### src/rtl/dic_pkg.sv
// Purpose: constants for the three-channel digital input conditioner
// Assumes: 100 MHz module clock
// Notes: bit positions of the packed input byte and timing counts
`default_nettype none
package dic_pkg;
  localparam int CLK_HZ = 100000000;
  localparam int MS_PER_S = 1000;
  localparam int US_PER_MS = 1000;
  localparam int MS_TICK_CYCLES = CLK_HZ / MS_PER_S;
  localparam int FWD_PERIOD_US = 6500;
  localparam int FWD_PERIOD_CYCLES = (CLK_HZ / 1000000) * FWD_PERIOD_US;
  localparam int MAX_INPUT_HZ = 50;
  localparam logic [7:0] CONFIG_CODE = 8'h0A;
  localparam int NUM_CH = 3;
  localparam int STATE_BIT0 = 0;
  localparam int FAULT_BIT0 = 1;
  localparam int BITS_PER_CH = 2;
  localparam logic [7:0] BYTE_RESET = 8'h00;
  localparam logic [1:0] LF_OK = 2'h0;
  localparam logic [1:0] LF_OPEN = 2'h1;
  localparam logic [1:0] LF_SHORT = 2'h2;
  typedef enum logic [1:0] {
    DIC_FM_CURRENT = 2'b00,
    DIC_FM_SUBST = 2'b01,
    DIC_FM_LAST = 2'b10
  } dic_fault_mode_t;
endpackage
`default_nettype wire

### src/rtl/dic_conditioner.sv
// Purpose: per-channel conditioning of three binary field inputs into one input byte
// Assumes: field levels and line status are synchronous; configuration is static
// Notes: one clock enable freezes all state
// Operation
// byte packs states bits 0,2,4, faults 1,3,5
// configuration code 10 identifies data structure
// byte forwarded every 6.5 ms
// input path follows signals up to 50 Hz
// per-channel OFF delay stretches short pulses
// per-channel check tells open from short
// line fault check enabled by configuration
// check only meaningful for proximity sensors
// detected fault raises diagnosis, applies strategy
// module fault reflected in status registers
// channel diagnosis carries slot, channel, io, reason
// standard and extended diagnostics offered
// polarity selects closed contact as 0/1
// normal mode reports field signal
// simulation mode reports simulation value
// current-value mode passes present value
// substitute mode passes substitute value
// last-valid mode holds last good value
// ON delay postpones rising transitions
// OFF delay postpones falling transitions
// substitute bit carries valid/invalid status
// invalid simulation status acts as fault
// order polarity, delay, mode, substitution
// delays count ms ticks, restart on return
`default_nettype none
module dic_conditioner
  import dic_pkg::*;
#(
  parameter int DELAY_W = 16,
  parameter int TICK_CYCLES = MS_TICK_CYCLES,
  parameter int FWD_CYCLES = FWD_PERIOD_CYCLES,
  parameter logic [7:0] SLOT_ID = 8'h00 // arbitrary default, set per installation
)(
  input wire logic clock,
  input wire logic sys_rst,
  input wire logic clk_en,
  input wire logic [NUM_CH-1:0] field_level,
  input wire logic [2*NUM_CH-1:0] line_status,
  input wire logic [NUM_CH-1:0] line_fault_check_en,
  input wire logic [NUM_CH-1:0] closed_is_one,
  input wire logic [NUM_CH-1:0] sim_mode,
  input wire logic [NUM_CH-1:0] sim_value,
  input wire logic [NUM_CH-1:0] sim_invalid,
  input wire logic [2*NUM_CH-1:0] fault_mode,
  input wire logic [NUM_CH-1:0] subst_value,
  input wire logic [NUM_CH-1:0] subst_invalid,
  input wire logic [NUM_CH*DELAY_W-1:0] on_delay_ms,
  input wire logic [NUM_CH*DELAY_W-1:0] off_delay_ms,
  input wire logic diag_status_en,
  output logic [7:0] input_byte,
  output logic input_byte_valid,
  output logic [7:0] config_code,
  output logic module_fault,
  output logic global_fault,
  output logic [NUM_CH-1:0] channel_invalid,
  output logic diag_valid,
  output logic [7:0] diag_slot,
  output logic [1:0] diag_channel,
  output logic diag_is_input,
  output logic [1:0] diag_reason
);
  localparam int TICK_W = $clog2(TICK_CYCLES + 1);
  localparam int FWD_W = $clog2(FWD_CYCLES + 1);

  // a tick needs one cycle and the forward strobe must drop between periods
  if (TICK_CYCLES < 1 || FWD_CYCLES < 2 || DELAY_W < 1 || DELAY_W > 30)
  begin : g_param_check
    $error("dic_conditioner: unsupported parameter values");
  end

  logic [TICK_W-1:0] tick_cnt;
  logic [FWD_W-1:0] fwd_cnt;
  wire ms_tick = (tick_cnt == TICK_W'(TICK_CYCLES - 1));
  wire fwd_due = (fwd_cnt == FWD_W'(FWD_CYCLES - 1));

  always_ff @(posedge clock or posedge sys_rst)
  begin
    if (sys_rst)
    begin
      tick_cnt <= '0;
      fwd_cnt <= '0;
    end
    else if (clk_en)
    begin
      tick_cnt <= ms_tick ? '0 : tick_cnt + 1'b1;
      fwd_cnt <= fwd_due ? '0 : fwd_cnt + 1'b1;
    end
  end

  logic [NUM_CH-1:0] cond_bit;
  logic [NUM_CH-1:0] fault_bit;
  logic [NUM_CH-1:0] inval_bit;
  logic [NUM_CH-1:0] delayed;
  logic [NUM_CH-1:0] last_good;
  logic [NUM_CH*DELAY_W-1:0] dly_cnt;

  genvar g;
  generate
    for (g = 0; g < NUM_CH; g++)
    begin : g_ch
      wire [1:0] lstat = line_status[2*g +: 2];
      wire [DELAY_W-1:0] on_ms = on_delay_ms[g*DELAY_W +: DELAY_W];
      wire [DELAY_W-1:0] off_ms = off_delay_ms[g*DELAY_W +: DELAY_W];
      wire [DELAY_W-1:0] cnt = dly_cnt[g*DELAY_W +: DELAY_W];
      // field level is high for a closed contact
      wire pol = closed_is_one[g] ? field_level[g] : ~field_level[g];
      wire [DELAY_W-1:0] limit = pol ? on_ms : off_ms;
      wire differs = (pol != delayed[g]);
      wire expire = differs && (limit == '0 || (ms_tick && cnt == limit - 1'b1));
      wire sel = sim_mode[g] ? sim_value[g] : delayed[g];
      // open/short only checked where enabled, contacts without shunt must leave it off
      wire line_bad = line_fault_check_en[g] && (lstat != LF_OK);
      wire bad = line_bad || (sim_mode[g] && sim_invalid[g]);
      wire [1:0] fm = fault_mode[2*g +: 2];
      logic outv;
      always_comb
      begin
        case (fm)
          DIC_FM_SUBST: outv = bad ? subst_value[g] : sel;
          DIC_FM_LAST: outv = bad ? last_good[g] : sel;
          DIC_FM_CURRENT: outv = sel;
          default: outv = sel;
        endcase
      end
      assign cond_bit[g] = outv;
      assign fault_bit[g] = bad;
      assign inval_bit[g] = bad && (fm == DIC_FM_SUBST) && subst_invalid[g];

      always_ff @(posedge clock or posedge sys_rst)
      begin
        if (sys_rst)
        begin
          delayed[g] <= 1'b0;
          last_good[g] <= 1'b0;
          dly_cnt[g*DELAY_W +: DELAY_W] <= '0;
        end
        else if (clk_en)
        begin
          // a return to the passed level before expiry restarts the timer
          if (!differs || expire)
            dly_cnt[g*DELAY_W +: DELAY_W] <= '0;
          else if (ms_tick)
            dly_cnt[g*DELAY_W +: DELAY_W] <= cnt + 1'b1;
          if (expire)
            delayed[g] <= pol;
          if (!bad)
            last_good[g] <= sel;
        end
      end
    end
  endgenerate

  // fault bits of the byte follow the line check only
  logic [7:0] next_byte;
  always_comb
  begin
    next_byte = BYTE_RESET;
    for (int i = 0; i < NUM_CH; i++)
    begin
      next_byte[STATE_BIT0 + BITS_PER_CH*i] = cond_bit[i];
      next_byte[FAULT_BIT0 + BITS_PER_CH*i] = line_fault_check_en[i] && (line_status[2*i +: 2] != LF_OK);
    end
  end

  wire any_line_fault = |(line_fault_check_en & {line_status[4] | line_status[5],
    line_status[2] | line_status[3], line_status[0] | line_status[1]});
  logic [1:0] first_ch;
  always_comb
  begin
    first_ch = 2'h0;
    for (int i = NUM_CH - 1; i >= 0; i--)
    begin
      if (line_fault_check_en[i] && line_status[2*i +: 2] != LF_OK)
        first_ch = 2'(i);
    end
  end

  always_ff @(posedge clock or posedge sys_rst)
  begin
    if (sys_rst)
    begin
      input_byte <= BYTE_RESET;
      input_byte_valid <= 1'b0;
      config_code <= 8'h00;
      module_fault <= 1'b0;
      global_fault <= 1'b0;
      channel_invalid <= '0;
      diag_valid <= 1'b0;
      diag_slot <= 8'h00;
      diag_channel <= 2'h0;
      diag_is_input <= 1'b0;
      diag_reason <= LF_OK;
    end
    else if (clk_en)
    begin
      config_code <= CONFIG_CODE;
      input_byte_valid <= fwd_due;
      if (fwd_due)
        input_byte <= next_byte;
      module_fault <= diag_status_en && any_line_fault;
      global_fault <= diag_status_en && any_line_fault;
      channel_invalid <= inval_bit;
      diag_valid <= any_line_fault;
      diag_slot <= SLOT_ID;
      diag_channel <= first_ch;
      diag_is_input <= 1'b1;
      diag_reason <= any_line_fault ? line_status[2*first_ch +: 2] : LF_OK;
    end
  end
endmodule // dic_conditioner
`default_nettype wire

### config.mk
export PLATFORM = sky130hd
export DESIGN_NAME = dic_conditioner
export DESIGN_NICKNAME = d
export VERILOG_FILES = /design/src/rtl/dic_pkg.sv /design/src/rtl/dic_conditioner.sv
export SDC_FILE = /design/constraint.sdc
export NUM_CORES = 1
export LEC_CHECK = 0
export BUFFER_PORTS_ARGS = -buffer_cell sky130_fd_sc_hd__buf_4
export CELL_PAD_IN_SITES_DETAIL_PLACEMENT = 0
export CELL_PAD_IN_SITES_GLOBAL_PLACEMENT = 1
export CORE_MARGIN = 2
export CORE_UTILIZATION = 46
export DETAILED_ROUTE_END_ITERATION = 8
export GPL_ROUTABILITY_DRIVEN = 0
export PLACE_DENSITY_LB_ADDON = 0.08
export SLEW_MARGIN = 20
export SYNTH_ARGS = -nofsm -noshare
export SYNTH_HDL_FRONTEND = slang
export SYNTH_SLANG_ARGS = --single-unit
export TNS_END_PERCENT = 30
### constraint.sdc
create_clock -name clock -period 9.5 [get_ports clock]
set_clock_uncertainty 0.05 [all_clocks]
set_input_delay 0.475 -clock clock [delete_from_list [all_inputs] [get_ports clock]]
set_output_delay 0.475 -clock clock [all_outputs]
set_load 0.02 [all_outputs]
==> reports/qor.txt <==
Port buffer count: 155
IR drop worst, VDD: 80.2 uV
Critical path capture point: g_ch[1].cnt[14]
CP endpoint kind: register
Initial antenna violation count: 0
1st-iter DRT viols: 327
Max stage delay cell, worst path: xor2_4
Crit. Startpoint: closed_is_one[1]
Residual DRC: 0
Top Ports: 172
Clock Latency Late Sink: 0.35 ns
Syn Area/Cell: 9.02 um^2
Max stage delay on crit path: 0.75 ns
Die W: 138 um
Total placed cells including tap cells: 1283
Clock transition time at the flip-flop clock pins of the worst setup and hold paths: 0.07 ns
Worst Setup Start Kind: primary input
Effective utilization at floorplan: 0.466
Yosys top cell area share: 0.325
Count leader, synth: dfrtp_1
Core box area: 0.0178 mm^2
CTS tree: yes
Flop-to-flop setup slack: 6.00 ns
H-tree depth reported by CTS: 3
Hold_buf cts: 0
Crit path cell chain: buf_4, xor2_4, mux2i_1, ha_1, nor2b_1, mux2i_1, or2_1, a32oi_1, o211ai_1, nor4_4, and3_1, nor3_1
# clock sinks: 108
Ranking of synthesized cells by area: dfrtp_1, xnor2_1, xor2_1, mux2i_1, nor2_1
Vias in the first global route: 6859
Hold crit path type: primary input to asynchronous set/reset pin
Synth async-reset ratio: 1.00
Post-DP Area: 0.00961 mm^2
# diodes: 0
CP arrival: 4.21 ns
GRT Overall Usage: 0.211
WHS: 0.154 ns
Most frequent cells after synthesis: dfrtp_1, nor2_1, xnor2_1
TritonRoute pass-1 iters: 4
Nets: 1215
# resized after CTS: 0
Yosys cell types: 75
Core Rows: 49
Setup violators final: 0
Yosys warning count: 0
Seq cells post-synth: 108
F_max: 0.246 GHz
Vias per cell: 5.39
DIE HEIGHT: 138 um
First-pass GRT wire length: 34000 um
RR Startpoint: tick_cnt[6]
Inserted Clock Buffers: 9
Cell Count, Final, Fillers Out: 1298
Largest net degree at the start of global routing: 60
Most frequent CP cell: mux2i_1
Final WS setup: 5.44 ns
Crit-path max FO: 27
Number of synthesized flops with an enable pin: 0
Syn Inst Count: 922
Netlist Area Pre-Place: 0.00831 mm^2
GRT overflow: 0
PwrDens: 123 mW/mm^2
Crit path kind: primary input to register
P_leak: 4.41 nW
Avg WL per Cell: 15.5 um
Status: completed
Reported max-cap violation count: 0
Final Util: 0.556
Synthesis-to-finish area growth: 19.2%
Tightest Pin Transition: 0.997 ns
Unrepaired setup endpoints after global routing: false
FF-to-FF path depth: 8
Crit share post-route: 0.427
Endpoints failing hold: 0
Top_reg_cell synth: dfrtp_1
Final antenna-violating net count: 0
Layout cell share with drive strength beyond 1: 0.211
Rel. slew slack: 0.335
Setup bufs post-CTS: 0
Max Root-Sink Buffers: 2
Fin. max-slew vios: 0
CTS root buf: clkbuf_16
Pre-CTS setup slack: 5.07 ns
Via count: 6994
Seq/Total Area, Yosys: 0.325
Pwr Total: 1.22 mW
Total Wirelength: 20100 um
CP Data Required Time: 9.65 ns
Final Cell Area: 0.00991 mm^2
Setup TNS Final: 0 ns
HPWL after DPL: 15200 um
Largest area contributor in the netlist: dfrtp_1
Die area: 0.0192 mm^2
Final min period: 4.06 ns
Worst r2r dst: g_ch[1].cnt[14]
[state kept, by name, indices dropped and copies added (netlist names), 2 cells and up]
register and cells:
diag_reason 2, input_byte 6, fwd_cnt 20, diag_channel 2, last_good 3, delayed 3
tick_cnt 17, g_ch.cnt 48, channel_invalid 3
[critical path: cells and delay by family]
kind | cells | cell delay [ns]
AND/OR/NAND/NOR | 5 | 1.72
XOR/XNOR | 1 | 0.75
multiplexers | 2 | 0.51
AO/OA/AOI/OAI | 2 | 0.33
adder cells (fa/ha/maj) | 1 | 0.28
buffers and inverters | 1 | 0.14
[per-layer routing]
layer	vias to the layer above	share of wire	track usage
met2	121	0.46	0.335
met3	14	0.044	0.0246
met5	-	0	0
met1	3299	0.49	0.306
li1	3560	-	-
met4	0	0.011	0.0548
[layout by cell type (no fill, tap or decap), types with 6 or more instances in the layout]
master	n
ha_1	14
nor2_1	103
nand4_1	30
nand2_1	68
o21a_1	7
o21ai_0	24
mux2_2	15
mux2i_1	60
or3_1	10
nor3_2	10
nor4_1	16
and4_1	6
conb_1	16
dfrtp_1	108
and2_1	6
clkbuf_16	9
inv_1	16
nor4b_1	7
or4_1	8
and3_1	14
buf_4	163
nor2b_1	6
a21oi_1	19
nand3_1	42
nor3_1	38
xor2_1	69
xnor2_1	88
[cell families after synthesis]
logic type / synth area share
multiplexers: 0.0926
other: 0.000451
AND/OR/NAND/NOR: 0.254
XOR/XNOR: 0.173
buffers and inverters: 0.0436
flip-flops: 0.325
adder cells (fa/ha/maj): 0.0211
AO/OA/AOI/OAI: 0.0904
[area by class of cell]
cell class | count | area [um^2]
multi-input cells | 766 | 5340
inverters | 17 | 66.3
fillers | 1697 | 7930
clock buffers | 9 | 225
repair buffers | 163 | 1220
well taps | 229 | 287
flip-flops and latches | 108 | 2700
clock inverters | 6 | 71.3
[how the worst min path moves through the flow]
stage	start	slack (ns)	end	cells after the start
floorplan	tick_cnt[14]	0.40	tick_cnt[14]	1
global placement	input_byte[5]	0.41	input_byte[5]	2
detailed placement	input_byte[5]	0.41	input_byte[5]	2
CTS	sys_rst	0.17	g_ch[0].cnt[14]	2
global route	sys_rst	0.22	g_ch[0].cnt[14]	2
finish	sys_rst	0.15	g_ch[0].cnt[14]	2
[where the power goes]
part | total (mW) | switching, mW | internal (mW) | leakage (nW)
combinational | 0.307 | 0.161 | 0.146 | 2.81
clock | 0.384 | 0.178 | 0.206 | 0.139
sequential | 0.529 | 0.0371 | 0.492 | 1.46
No activity file was read; power rests on OpenSTA's default activity.
